--- src/logic/hvcfg_defines.svh ---
// constants for the high-voltage indirect configuration registers
`ifndef HVCFG_DEFINES_SVH
`define HVCFG_DEFINES_SVH
`define HVCFG_CMD_RD_A      8'h00
`define HVCFG_CMD_RD_B      8'h01
`define HVCFG_CMD_WR_A      8'h08
`define HVCFG_CMD_WR_B      8'h09
`define HVCFG_RESET_VAL     8'h00
`define HVCFG_BIT_THERM_DIS 7
`define HVCFG_BIT_OSC_EN    6
`define HVCFG_BIT_BITSERIAL 5
`define HVCFG_BIT_WAKE      4
`define HVCFG_BIT_SUPMON    3
`define HVCFG_BIT_LVF       2
`define HVCFG_LIN_HI        1
`define HVCFG_LIN_LO        0
`define HVCFG_ST_BUSY       0
`define HVCFG_ST_RD_OK      1
`define HVCFG_ST_WR_OK      2
`define HVCFG_OSC_START_US  70
`define HVCFG_CLK_MHZ       125
`define HVCFG_LATENCY_CYC   4
`endif

--- src/logic/hvcfg_pkg.sv ---
// types for the high-voltage indirect configuration registers
package hvcfg_pkg;
  typedef enum logic [1:0] {
    HVCFG_LIN_OFF  = 2'h0,
    HVCFG_LIN_RSVD = 2'h1,
    HVCFG_LIN_ON   = 2'h2,
    HVCFG_LIN_FAST = 2'h3
  } hvcfg_lin_t;
  typedef struct packed {
    logic       therm_shut_dis;
    logic       osc_en;
    logic       bitserial_mode;
    logic       wake_high;
    logic       supply_mon_en;
    logic       low_volt_flag_en;
    hvcfg_lin_t lin_mode;
  } hvcfg_ctrl_a_t;
  typedef struct packed {
    logic       busy;
    logic       rd_ok;
    logic       wr_ok;
  } hvcfg_status_t;
  typedef enum logic [2:0] {
    HVCFG_IDLE = 3'h1,
    HVCFG_WAIT = 3'h2,
    HVCFG_DONE = 3'h4
  } hvcfg_state_t;
endpackage : hvcfg_pkg

--- src/logic/hvcfg_regfile.sv ---
// storage of the two indirect configuration registers
`timescale 1ns/100ps
`include "hvcfg_defines.svh"
module hvcfg_regfile
(
  input  wire logic       clk_i,
  input  wire logic       rst_i,
  input  wire logic       we_i,
  input  wire logic       addr_i,
  input  wire logic [7:0] wdata_i,
  output logic      [7:0] rdata_o,
  output logic      [7:0] reg_a_o
);
  logic [7:0] mem_q [2];

  always_ff @(posedge clk_i or posedge rst_i)
  begin
    if (rst_i)
    begin
      mem_q[0] <= `HVCFG_RESET_VAL;
      mem_q[1] <= `HVCFG_RESET_VAL;
    end
    else if (we_i)
    begin
      mem_q[addr_i] <= wdata_i;
    end
  end

  always_ff @(posedge clk_i or posedge rst_i)
  begin
    if (rst_i)
    begin
      rdata_o <= 8'h00;
    end
    else
    begin
      rdata_o <= mem_q[addr_i];
    end
  end

  assign reg_a_o = mem_q[0];
endmodule : hvcfg_regfile

--- src/logic/hvcfg_top.sv ---
// high-voltage indirect configuration register bank with command port
//
// Notes on behaviour
// - two 8-bit read/write registers, reset zero
// - reached only via command and data ports
// - bit7 one disables wake driver thermal shutdown
// - bit6 enables precision oscillator, 70us startup
// - bit5 selects pull-up or bitserial pin mode
// - bit4 drives wake pin high, else pulldown
// - bit3 enables supply monitor, gated interrupt
// - bit2 enables low-voltage flag reporting
// - bits1-0 select LIN driver mode
// - commands 00/01 read registers into data
// - commands 08/09 write data into registers
`timescale 1ns/100ps
`include "hvcfg_defines.svh"
module hvcfg_top
#(
  parameter int LATENCY_CYC = `HVCFG_LATENCY_CYC,
  parameter int OSC_START_US = `HVCFG_OSC_START_US
)
(
  input  wire logic                 clk_i,
  input  wire logic                 rst_i,
  input  wire logic                 cmd_we_i,
  input  wire logic [7:0]           cmd_wdata_i,
  output hvcfg_pkg::hvcfg_status_t  cmd_status_o,
  input  wire logic                 dat_we_i,
  input  wire logic [7:0]           dat_wdata_i,
  output logic      [11:0]          dat_rdata_o,
  output hvcfg_pkg::hvcfg_ctrl_a_t  ctrl_a_o,
  output logic                      wake_drv_o,
  output logic                      wake_pulldown_o,
  output logic                      osc_ready_o,
  input  wire logic                 thermal_event_i,
  input  wire logic                 supply_low_i,
  input  wire logic                 supply_irq_en_i,
  output logic                      supply_irq_o
);
  import hvcfg_pkg::*;

  localparam int OSC_CYC = OSC_START_US * `HVCFG_CLK_MHZ;

  // refuse settings the 8-bit wait and 16-bit oscillator counters cannot hold
  if (LATENCY_CYC < 1 || LATENCY_CYC > 255)
  begin : g_bad_latency
    $error("LATENCY_CYC out of range");
  end
  if (OSC_CYC < 1 || OSC_CYC > 65535)
  begin : g_bad_osc
    $error("OSC_START_US out of range");
  end

  // ***************************************************
  // command decode
  // ***************************************************
  function automatic logic cmd_valid(input logic [7:0] c);
    cmd_valid = (c == `HVCFG_CMD_RD_A) || (c == `HVCFG_CMD_RD_B) ||
                (c == `HVCFG_CMD_WR_A) || (c == `HVCFG_CMD_WR_B);
  endfunction : cmd_valid

  function automatic logic cmd_is_wr(input logic [7:0] c);
    cmd_is_wr = c[3];
  endfunction : cmd_is_wr

  // ***************************************************
  // synchronisers for analogue inputs
  // ***************************************************
  logic [1:0] therm_s_q;
  logic [1:0] low_s_q;

  always_ff @(posedge clk_i or posedge rst_i)
  begin
    if (rst_i)
    begin
      therm_s_q <= 2'h0;
      low_s_q   <= 2'h0;
    end
    else
    begin
      therm_s_q <= {therm_s_q[0], thermal_event_i};
      low_s_q   <= {low_s_q[0], supply_low_i};
    end
  end

  // ***************************************************
  // command sequencer
  // ***************************************************
  hvcfg_state_t state_q;
  logic [7:0]   cmd_q;
  logic [7:0]   data_q;
  logic [7:0]   wait_q;
  logic         rf_we;
  logic [7:0]   rf_rdata;
  logic [7:0]   reg_a;

  // a command written while busy is ignored
  always_ff @(posedge clk_i or posedge rst_i)
  begin
    if (rst_i)
    begin
      state_q <= HVCFG_IDLE;
      cmd_q   <= 8'h00;
      wait_q  <= 8'h00;
    end
    else
    begin
      case (state_q)
        HVCFG_IDLE:
        begin
          if (cmd_we_i)
          begin
            cmd_q   <= cmd_wdata_i;
            wait_q  <= 8'(LATENCY_CYC - 1);
            state_q <= HVCFG_WAIT;
          end
        end
        HVCFG_WAIT:
        begin
          if (wait_q == 8'h00)
            state_q <= HVCFG_DONE;
          else
            wait_q <= wait_q - 8'h01;
        end
        HVCFG_DONE:
        begin
          state_q <= HVCFG_IDLE;
        end
        default:
        begin
          state_q <= HVCFG_IDLE;
        end
      endcase
    end
  end

  assign rf_we = (state_q == HVCFG_WAIT) && (wait_q == 8'h00) &&
                 cmd_valid(cmd_q) && cmd_is_wr(cmd_q);

  hvcfg_regfile hvcfg_regfile_i
  (
    .clk_i   (clk_i),
    .rst_i   (rst_i),
    .we_i    (rf_we),
    .addr_i  (cmd_q[0]),
    .wdata_i (data_q),
    .rdata_o (rf_rdata),
    .reg_a_o (reg_a)
  );

  // ***************************************************
  // data port and status
  // ***************************************************
  logic [3:0] tag_q;

  always_ff @(posedge clk_i or posedge rst_i)
  begin
    if (rst_i)
    begin
      data_q <= 8'h00;
      tag_q  <= 4'h0;
    end
    else if (state_q == HVCFG_DONE && cmd_valid(cmd_q))
    begin
      tag_q <= cmd_q[3:0];
      if (!cmd_is_wr(cmd_q))
        data_q <= rf_rdata;
    end
    else if (dat_we_i && state_q == HVCFG_IDLE)
    begin
      data_q <= dat_wdata_i;
    end
  end

  always_ff @(posedge clk_i or posedge rst_i)
  begin
    if (rst_i)
    begin
      cmd_status_o <= '0;
      dat_rdata_o  <= 12'h000;
    end
    else
    begin
      cmd_status_o.busy <= (state_q != HVCFG_IDLE) || cmd_we_i;
      if (state_q == HVCFG_DONE)
      begin
        cmd_status_o.rd_ok <= cmd_valid(cmd_q) && !cmd_is_wr(cmd_q);
        cmd_status_o.wr_ok <= cmd_valid(cmd_q) && cmd_is_wr(cmd_q);
      end
      dat_rdata_o <= {tag_q, data_q};
    end
  end

  // ***************************************************
  // high-voltage controls from register a
  // ***************************************************
  hvcfg_ctrl_a_t ctrl_a;
  logic [15:0]   osc_cnt_q;

  assign ctrl_a = hvcfg_ctrl_a_t'(reg_a);

  always_ff @(posedge clk_i or posedge rst_i)
  begin
    if (rst_i)
    begin
      ctrl_a_o        <= '0;
      wake_drv_o      <= 1'b0;
      wake_pulldown_o <= 1'b1;
      supply_irq_o    <= 1'b0;
    end
    else
    begin
      ctrl_a_o <= ctrl_a;
      wake_drv_o <= ctrl_a.wake_high &&
                    (ctrl_a.therm_shut_dis || !therm_s_q[1]);
      wake_pulldown_o <= !ctrl_a.wake_high;
      supply_irq_o <= ctrl_a.supply_mon_en && supply_irq_en_i && low_s_q[1];
    end
  end

  always_ff @(posedge clk_i or posedge rst_i)
  begin
    if (rst_i)
    begin
      osc_cnt_q   <= 16'h0000;
      osc_ready_o <= 1'b0;
    end
    else if (!ctrl_a.osc_en)
    begin
      osc_cnt_q   <= 16'h0000;
      osc_ready_o <= 1'b0;
    end
    else if (osc_cnt_q != 16'(OSC_CYC))
    begin
      osc_cnt_q <= osc_cnt_q + 16'h0001;
    end
    else
    begin
      osc_ready_o <= 1'b1;
    end
  end
endmodule : hvcfg_top

--- config.mk ---
export PLATFORM = sky130hd
export DESIGN_NAME = hvcfg_top
export DESIGN_NICKNAME = d
export VERILOG_FILES = /design/src/logic/hvcfg_pkg.sv /design/src/logic/hvcfg_regfile.sv /design/src/logic/hvcfg_top.sv
export VERILOG_INCLUDE_DIRS = /design/src /design/src/logic
export SDC_FILE = /design/constraint.sdc
export NUM_CORES = 1
export LEC_CHECK = 0
export BUFFER_PORTS_ARGS = -buffer_cell sky130_fd_sc_hd__buf_2
export CAP_MARGIN = 40
export CELL_PAD_IN_SITES_DETAIL_PLACEMENT = 1
export CELL_PAD_IN_SITES_GLOBAL_PLACEMENT = 1
export CORE_AREA = 2 2 133 135
export CTS_CLUSTER_DIAMETER = 30
export CTS_CLUSTER_SIZE = 40
export DETAILED_ROUTE_END_ITERATION = 7
export DIE_AREA = 0 0 135 137
export PLACE_DENSITY_LB_ADDON = 0.1
export SETUP_SLACK_MARGIN = 0.15
export SLEW_MARGIN = 10
export SYNTH_ARGS = -nofsm -noshare
export SYNTH_HDL_FRONTEND = slang
export SYNTH_HIERARCHICAL = 1
export SYNTH_SLANG_ARGS = --single-unit
--- constraint.sdc ---
create_clock -name clk_i -period 5.35 [get_ports clk_i]
set_clock_uncertainty 0.2 [all_clocks]
set_input_delay 0.2675 -clock clk_i [delete_from_list [all_inputs] [get_ports clk_i]]
set_output_delay 0.2675 -clock clk_i [all_outputs]
set_load 0.01 [all_outputs]
==> results of run 1 <==
-- kinds of logic (layout without fill, tap and decap cells) --
family	count (synthesis)	in the layout	synth area share [%]
AO/OA/AOI/OAI	30	30	4.573
flip-flops	102	102	60.63
AND/OR/NAND/NOR	88	88	12.47
adder cells (fa/ha/maj)	4	4	1.188
XOR/XNOR	9	9	1.870
multiplexers	51	51	14.70
buffers and inverters	34	97	4.572
-- flip-flops by register name, indices dropped and copies added (netlist names), 3 cells and up --
signal / count
cmd_q: 8
hvcfg_regfile_i/mem_q: 8
dat_rdata_o: 12
state_q: 3
ctrl_a_o: 8
data_q: 8
cmd_status_o: 3
hvcfg_regfile_i/rdata_o: 8
hvcfg_regfile_i/reg_a_o: 8
osc_cnt_q: 16
tag_q: 4
wait_q: 8
-- how the worst max path moves through the flow --
stage,startpoint,end,depth (start not counted)
floorplan,state_q[1],data_q[0],7
global placement,wait_q[2],hvcfg_regfile_i/reg_a_o[0],5
detailed placement,wait_q[2],hvcfg_regfile_i/reg_a_o[5],5
CTS,wait_q[2],hvcfg_regfile_i/reg_a_o[5],5
global route,wait_q[2],hvcfg_regfile_i/reg_a_o[7],5
finish,wait_q[2],hvcfg_regfile_i/reg_a_o[6],5
-- Yosys cell counts (2+ instances only) --
cell      number
or4_1          5
o31ai_1        6
ha_1           4
and2_1         3
nor2_1        16
mux2_2        35
o21ai_0        5
nand4_1        6
and3_1         6
nor4_1         4
dfstp_2        2
nand2_1       16
nand3b_1       3
or3_1          3
buf_6          3
dfrtp_1      100
inv_1         16
a21oi_1       12
mux2_4        13
and4_1         3
xnor2_1        5
nor3b_1        2
nand3_1        5
clkbuf_1       4
nand2b_1       2
mux2i_1        3
nor4b_1        2
nor3_1         2
xor2_1         4
buf_4          8
-- layout make-up --
type	count	area [um^2]
tap	225	281.5
timing repair buffer	65	417.9
clock buffer	11	242.7
fill	1871	11930
multi-input combinational	182	1466
inverter	16	61.31
clock inverter	5	106.4
sequential	102	2555
-- metal layers --
layer | wire [um] | GRT usage [%]
met1 | 4645 | 14.30
met2 | 4142 | 16.72
met3 | 334 | 3.148
met4 | 135 | 3.993
met5 | 0 | 0
-- placed cells by master, fill, tap and decap left out, types with 2 or more instances in the layout --
cell	n
xnor2_1	5
or4_1	5
mux2_2	35
o31ai_1	6
or3_1	3
nand4_1	6
nor4b_1	2
dfstp_2	2
o21ai_0	5
nand2b_1	2
buf_4	2
nand2_1	16
and4_1	3
bufinv_16	3
mux2_4	13
clkbuf_16	9
a21oi_1	12
buf_2	49
dfrtp_1	100
nand3b_1	3
nand3_1	5
and2_1	3
nor3_1	2
ha_1	4
xor2_1	4
nor3b_1	2
nor2_1	16
inv_1	15
mux2i_1	3
nor4_1	4
and3_1	6
dlygate4sd3_1	13
-- timing repair --
item,CTS,global route
hold buffers,13,0
buffers inserted,0,0
endpoints found under the setup margin,0,0
hold endpoints to repair,41,0
-- through the flow --
| step | power [mW] | util (%) | area (um^2) | setup WS (ns) | hold slack (ns) |
|---|---|---|---|---|---|
| 2_1_floorplan | 1.181 | - | 4214 | 2.853 | 0.08212 |
| 3_5_place_dp | 1.304 | 27.27 | 4652 | 2.556 | 0.06592 |
| 6_report | 2.059 | 30.08 | 5131 | 2.536 | 0.07952 |
| 4_1_cts | 2.107 | 30.08 | 5131 | 2.532 | 0.06577 |
| 3_3_place_gp | 1.293 | 27.07 | 4617 | 2.535 | 0.07014 |
| 5_1_grt | 2.171 | 30.08 | 5131 | 2.275 | 0.07258 |
-- power by group --
group | leakage [nW] | internal [mW] | switching [mW]
clock | 0.166 | 0.472 | 0.303
combinational | 0.865 | 0.151 | 0.144
sequential | 1.34 | 0.885 | 0.103
-- worst register-to-register path, stage by stage (launching register included) --
cell and delay [ns]:
dfrtp_1 0.42, nor4_1 0.62, nand3_1 0.31, nor3_1 0.35, nor2b_4 0.45, mux2_4 0.34
==> out/results.ini, run 1 <==
[drt]
ant_nets=0
drc_errors=0
wl_per_cell_um=15.28
vias=2591
avgViaCountPerCell=4.276
wirelength_um=9258
drt_pass1_iterations=4
drt_iter0_drc=62

[die]
die_area_um2=18500
num_rows=48
fp.dieH_um=137
die_w_um=135
start_util_pct=24.71
core_area_um2=17060
io_pins=50

[setup_path]
max_stage_delay_ns=0.62
required_ns=5.38
cp-end-kind=flop
path_class=flop to flop
arrival_ns=2.85
path_cells=nor4_1 -> nand3_1 -> nor3_1 -> nor2b_4 -> mux2_4
r2r-end=hvcfg_regfile_i/reg_a_o[6]
cpLargestDelayFamily=simple AND/OR/NAND/NOR gates
crit_fanout=8
r2r_cells=5
r2r_start=wait_q[2]
startpoint_type=flop
r2r_slack_ns=2.54
crit_slowest_cell=nor4_1
path_buf_inv=0

[grt]
grt_pass1_vias=2706
grt_pass1_wl_um=14950
grt_remaining_overflow=0
grt_max_degree=59
grt_usage_pct=10.78
antenna_found_initial=0

[timing]
maxSlewHeadroom_pct=46.83
hold_viol_final=0
finalSetupViolCount=0
fin_tns_setup_ns=0
post-route-period-util_pct=52.60
report.final.slew_viol_count=0
timing.fmax_ghz=0.3554
fin_crit_ns=2.814
tightest_slew_ns=0.7975
rsz0062_at_grt=no

[synthesis]
synth_top_area_share_pct=59.38
synth_top_area_cell=dfrtp_1
ys_ff_latch=102
yosys-top-cells-area=dfrtp_1 (59%), mux2_2 (9.4%), mux2_4 (4.6%), a21oi_1 (1.4%), buf_4 (1.4%)
ys_seq_area_share_pct=60.63
synth_nets=345
avgSynthCellArea_um2=13.25
ys_warn_count=6
ys_types=50
async_flop_share_pct=100.0
syn-cell-area_um2=4214
ys.flop_type=dfrtp_1
synth_edf_count=0
synth_cells=318

[pwr]
leakage_nw=2.372
vdd_drop_max_uv=185.3
powerDensity_nw_per_um2=401.3

[clocking]
cts-root-buf=clkbuf_16
clock_latency_ns=0.35
cts_resized=0
cts.sinks=102
cts_buffers=9
htree_levels=3
cts_tree=built
clk_pin_slew_worst_paths_ns=0.07
clk_path_buf_depth=2

[worst_hold_path]
holdPathEnd=data_q[0]
hold_path_class=input port to flop
hp-start=dat_wdata_i[0]
hold-path-cell-count=3

[outcome]
outcome=finished, final reports clean

[finish]
syn_to_final_growth_pct=21.76
finalNonFillerCells=606
n_antenna_cell=0
drive_gt1_share_pct=33.07
final_nets=403

[placement]
gp_congestion=0.6727
hpwl_um=6218
placed_cells=577
io_buffers=49

[run]
maxCapViolations=0

Power figures use the tool's default switching activity.
==> run 2, diff against run 1 <==
Clock period 5.35 ns to 2.9 ns, I/O delays scaled along.
==> run 2 against run 1 <==
  * Worst hold slack improved by 0.076 ns
  * Sequential share of layout area fell by 0.43 points
  * Combinational power up 94%
  * Clock power grew 51%
  * Critical path depth is 2 higher
  * Register-to-register slack lost 2.2 ns
  * First-iteration DRC count grew 34%
  * Power grew 74%
  * Final area grew 0.88%
  * Maximum frequency increased by 12%
  * Die area unchanged
  * Critical endpoint is now hvcfg_regfile_i/reg_a_o[4]
==> out/results.ini, run 2 (synthesized netlist as in run 1, its figures left out) <==
[pwr]
powerDensity_nw_per_um2=690.7  ; +72%
power_mw=3.575  ; +74%
leakage_nw=2.387  ; +0.64%
vdd_drop_max_uv=263.1  ; +42%

[grt]
grt_remaining_overflow=0  ; unchanged
grt_pass1_wl_um=15590  ; +4.3%
grt_pass1_vias=2858  ; +5.6%
antenna_found_initial=0  ; unchanged
grt_max_degree=41  ; -31%
grt_usage_pct=11.11  ; +0.33 points

[finish]
finalNonFillerCells=616  ; +1.7%
final_util_pct=30.35  ; +0.26 points
largestRegisters=osc_cnt_q: 16 flops, dat_rdata_o: 12 flops
top_register=osc_cnt_q
drive_gt1_share_pct=32.99  ; -0.079 points
n_antenna_cell=0  ; unchanged
final_area_um2=5176  ; +0.88%
largest_reg_flops=16  ; unchanged
final_cell_mix=dfrtp_1 (100), buf_2 (49), mux2_2 (35), dlygate4sd3_1 (21)
final_common_cell=dfrtp_1
syn_to_final_growth_pct=22.83
register_area_um2=2555  ; unchanged
fillers=1893  ; +1.2%
multi_input_area_um2=1471  ; +0.34%
final_nets=413  ; +2.5%

[die]
start_util_pct=24.71  ; unchanged
io_pins=50  ; unchanged
fp.dieH_um=137  ; unchanged
num_rows=48  ; unchanged
die_w_um=135  ; unchanged
die_area_um2=18500  ; unchanged
core_area_um2=17060  ; unchanged

[outcome]
outcome=finished, final reports clean

[clocking]
htree_levels=3  ; unchanged
clock_latency_ns=0.35  ; about the same
cts.sinks=102  ; unchanged
clk_pin_slew_worst_paths_ns=0.08  ; about the same
clk_path_buf_depth=2  ; unchanged
cts-root-buf=clkbuf_16
cts_buffers=9  ; unchanged
cts_tree=built
post_cts_buffers=0  ; unchanged

[placement]
gp_congestion=0.7296  ; +8.5%
io_buffers=49  ; unchanged
dpl_worst_slack_ns=0.3745  ; -2.181 ns
dpl_cell_area_um2=4679  ; +0.59%
hpwl_um=6346  ; +2.1%
placed_cells=579  ; +0.35%

[timing]
hold_viol_final=0  ; unchanged
finalWorstSetupSlack_ns=0.3767  ; -2.159 ns
timing.fmax_ghz=0.3963  ; +12%
post-route-period-util_pct=87.01  ; +34 points
tightest_slew_ns=0.7278  ; -0.06968 ns
finalSetupViolCount=0  ; unchanged
rsz0062_at_grt=no
fin_tns_setup_ns=0  ; unchanged
fin_crit_ns=2.523  ; -0.2908 ns
maxSlewHeadroom_pct=51.42  ; +4.6 points
report.final.slew_viol_count=0  ; unchanged
hold-worst-slack_ns=0.1555  ; +0.07597 ns

[drt]
drc_errors=0  ; unchanged
wirelength_um=9466  ; +2.2%
drt_iter0_drc=83  ; +34%
vias=2659  ; +2.6%
wl_per_cell_um=15.37  ; +0.59%
ant_nets=0  ; unchanged
drt_pass1_iterations=4  ; unchanged
avgViaCountPerCell=4.317  ; +0.96%

[worst_hold_path]
hold_path_class=flop to flop
hp-start=therm_s_q[0]
holdPathEnd=therm_s_q[1]
hold-path-cell-count=0  ; -3

[setup_path]
path_class=flop to flop
r2r_start=wait_q[0]
arrival_ns=2.55  ; -0.30 ns
r2r-end=hvcfg_regfile_i/reg_a_o[4]
startpoint_type=flop
r2r_slack_ns=0.38  ; -2.16 ns
crit_fanout=8  ; unchanged
required_ns=2.93  ; -2.45 ns
r2r_cells=7  ; +2
cp-end-kind=flop

[run]
maxCapViolations=0  ; unchanged

==> run 2: cell types whose count changed in the layout (fill, tap and decap cells not counted) <==
| cell | previous run | this run |
|---|---|---|
| buf_12 | 0 | 1 |
| buf_4 | 2 | 3 |
| bufinv_16 | 3 | 0 |
| clkbuf_8 | 1 | 0 |
| clkinvlp_4 | 1 | 2 |
| dlygate4sd3_1 | 13 | 21 |
| inv_6 | 1 | 3 |
| inv_8 | 0 | 1 |
| nor3b_1 | 2 | 1 |
| nor3b_2 | 0 | 1 |
==> run 2: power by group <==
part | switching, mW | internal, mW
Combinational | 0.277 | 0.298
Sequential | 0.196 | 1.63
Clock | 0.573 | 0.599
Total | 1.05 | 2.53
==> run 2: how the worst max path moves through the flow <==
stage | from | end | slack, ns | depth (start not counted)
after floorplan | state_q[1] | data_q[0] | 0.40 | 7
final | wait_q[0] | hvcfg_regfile_i/reg_a_o[4] | 0.38 | 7
after CTS | wait_q[0] | hvcfg_regfile_i/reg_a_o[4] | 0.34 | 7
after global placement | wait_q[2] | hvcfg_regfile_i/reg_a_o[6] | 0.40 | 5
after global routing | wait_q[0] | hvcfg_regfile_i/reg_a_o[4] | 0.18 | 7
after detailed placement | wait_q[0] | hvcfg_regfile_i/reg_a_o[5] | 0.37 | 7
==> run 2: critical path, cell delays in order (launching register included) <==
cell and delay, ns:
dfrtp_1 0.42, inv_1 0.10, ha_1 0.14, nor3b_1 0.27, nand3_1 0.20, nor3_1 0.33
nor2b_4 0.41, mux2_4 0.33
==> run 2: routing by layer <==
| layer | GRT usage (%) | routed length [um] | vias up |
|---|---|---|---|
| met5 | 0 | 0 | - |
| li1 | - | - | 1250 |
| met2 | 17.01 | 4324 | 33 |
| met3 | 2.407 | 279 | 10 |
| met1 | 15.14 | 4701 | 1366 |
| met4 | 4.861 | 160 | 0 |
==> run 2: final cells by class <==
type / count / share of cell area, %
flip-flops and latches: 102 / 49.36
multi-input cells: 182 / 28.43
clock buffers: 10 / 4.424
clock inverters: 6 / 1.015
repair buffers: 75 / 10.15
well taps: 225 / 5.439
inverters: 16 / 1.184
==> run 2: what timing repair did <==
action	in CTS	in global routing
endpoints found under the hold margin	81	0
resized for setup	0	1
setup endpoints to repair	0	8
hold buffers	21	0
==> run 3, diff against run 2 <==
Settings changed: CTS_BUF_LIST from default to sky130_fd_sc_hd__clkbuf_8.
Clock period 2.9 ns to 2.1 ns, I/O delays scaled along.
==> run 3 against run 2 <==
  * The run now ends with setup timing left
  * Sequential power rose by 37%
  * Power rose by 52%
  * Critical endpoint is now data_q[1]
  * Wire length rose by 8.2%
  * Global-route usage rose by 0.89 points
  * Sequential share of layout area fell by 5.3 points
  * Highest routed layer unchanged
==> out/results.ini, run 3 (synthesized netlist as in run 1, its figures left out) <==
[outcome]
outcome=finished with violations
violations=setup timing

[finish]
largest_reg_flops=16  ; unchanged
largestRegisters=osc_cnt_q: 16 flops, dat_rdata_o: 12 flops
final_common_cell=dfrtp_1
drive_gt1_share_pct=45.96  ; +13 points
final_util_pct=33.99  ; +3.6 points
finalNonFillerCells=658  ; +6.8%
top_register=osc_cnt_q
final_area_um2=5798  ; +12%
syn_to_final_growth_pct=37.59
n_antenna_cell=0  ; unchanged
final_cell_mix=dfrtp_1 (100), buf_2 (49), buf_4 (32), mux2_2 (24), mux2_4 (24)
final_nets=455  ; +10%

[setup_path]
crit_fanout=6  ; -2
path_class=flop to flop
r2r-end=data_q[1]
arrival_ns=2.36  ; -0.19 ns
startpoint_type=flop
r2r_start=state_q[1]
r2r_cells=4  ; -3
required_ns=2.16  ; -0.77 ns
cp-end-kind=flop
r2r_slack_ns=-0.20  ; -0.58 ns

[grt]
grt_remaining_overflow=0  ; unchanged
antenna_found_initial=0  ; unchanged
grt_max_degree=39  ; -4.9%
grt_usage_pct=12.00  ; +0.89 points
grt_pass1_wl_um=16830  ; +8.0%
grt_pass1_vias=3118  ; +9.1%

[die]
io_pins=50  ; unchanged
fp.dieH_um=137  ; unchanged
num_rows=48  ; unchanged
die_area_um2=18500  ; unchanged
die_w_um=135  ; unchanged
start_util_pct=24.71  ; unchanged
core_area_um2=17060  ; unchanged

[timing]
maxSlewHeadroom_pct=62.54  ; +11 points
finalSetupViolCount=23  ; +23
tightest_slew_ns=0.5608  ; -0.1671 ns
post-route-period-util_pct=109.6  ; +23 points
timing.fmax_ghz=0.4345  ; +9.6%
fin_crit_ns=2.302  ; -0.2218 ns
rsz0062_at_grt=yes
finalWorstSetupSlack_ns=-0.2015  ; -0.5782 ns
report.final.slew_viol_count=0  ; unchanged
hold_viol_final=0  ; unchanged

[clocking]
cts.sinks=102  ; unchanged
clk_pin_slew_worst_paths_ns=0.10  ; +0.02 ns
clock_latency_ns=0.37  ; +0.02 ns
cts_tree=built
cts_buffers=9  ; unchanged
htree_levels=3  ; unchanged
clk_path_buf_depth=2  ; unchanged
cts-root-buf=clkbuf_8

[drt]
vias=2829  ; +6.4%
drt_pass1_iterations=3  ; -1
wl_per_cell_um=15.57  ; +1.3%
avgViaCountPerCell=4.299  ; -0.40%
drc_errors=0  ; unchanged
wirelength_um=10240  ; +8.2%
drt_iter0_drc=68  ; -18%
ant_nets=0  ; unchanged

[placement]
gp_congestion=0.7073  ; -3.1%
placed_cells=603  ; +4.1%
dpl_cell_area_um2=4913  ; +5.0%
io_buffers=49  ; unchanged
hpwl_um=6584  ; +3.7%

[worst_hold_path]
hold_path_class=input port to asynchronous set/reset pin

[pwr]
leakage_nw=2.703  ; +13%
vdd_drop_max_uv=494.4  ; +88%
powerDensity_nw_per_um2=934.7  ; +35%

[run]
maxCapViolations=0  ; unchanged

[run 3: layout make-up]
cell class                      count  area, um^2
Fill cell                        1851       11260
Sequential cell                   102        2555
Multi-Input combinational cell    183        1748
Timing Repair Buffer              116       888.4
Tap cell                          225       281.5
Clock inverter                      7       131.4
Clock buffer                        9       123.9
Inverter                           16       70.07
[run 3: worst max-delay path, cell delays in order, from the launching register on]
cell and delay, ns:
dfrtp_1 0.40, or3b_4 0.41, or4b_4 0.60, mux2_4 0.33
mux2_4 0.25
[run 3: stage by stage]
stage / TNS, ns / hold WS (ns) / setup WS [ns] / power, mW
2_1_floorplan: -2.549 / -0.08038 / -0.3848 / 3.053
3_3_place_gp: -2.478 / -0.002714 / -0.1806 / 3.504
3_5_place_dp: -2.785 / -0.003308 / -0.2145 / 3.535
4_1_cts: -2.257 / 0.1284 / -0.2389 / 5.402
5_1_grt: -4.330 / 0.1602 / -0.2345 / 5.741
6_report: -2.200 / 0.1434 / -0.2015 / 5.419
[run 3: what timing repair did]
item / 4_1_cts / 5_1_grt
gates cloned: 1 / 0
pin swaps: 8 / 17
endpoints found under the setup margin: 32 / 36
hold buffers: 21 / 0
buffers inserted: 10 / 7
endpoints found under the hold margin: 88 / 0
gates resized for setup: 37 / 28
[run 3: worst max-delay path by stage]
stage          startpoint        end  slack, ns
2_1_floorplan  state_q[1]  data_q[0]      -0.38
3_3_place_gp   state_q[1]  data_q[3]      -0.18
3_5_place_dp   state_q[1]  data_q[2]      -0.21
4_1_cts        state_q[1]  data_q[2]      -0.24
5_1_grt        state_q[1]  data_q[1]      -0.23
6_report       state_q[1]  data_q[1]      -0.20
[run 3: per-layer routing]
metal / routed length (um) / vias up / track usage, %
li1: - / 1328 / -
met1: 4793 / 1448 / 15.52
met2: 4907 / 45 / 19.46
met3: 411 / 8 / 3.926
met4: 129 / 0 / 3.067
met5: 0 / - / 0
[run 3: where the power goes]
part	internal (mW)	switching [mW]	leakage, nW	total, mW
Clock	0.900	0.663	0.137	1.56
Combinational	0.738	0.608	1.22	1.35
Sequential	2.25	0.258	1.34	2.51
Total	3.89	1.53	2.70	5.42
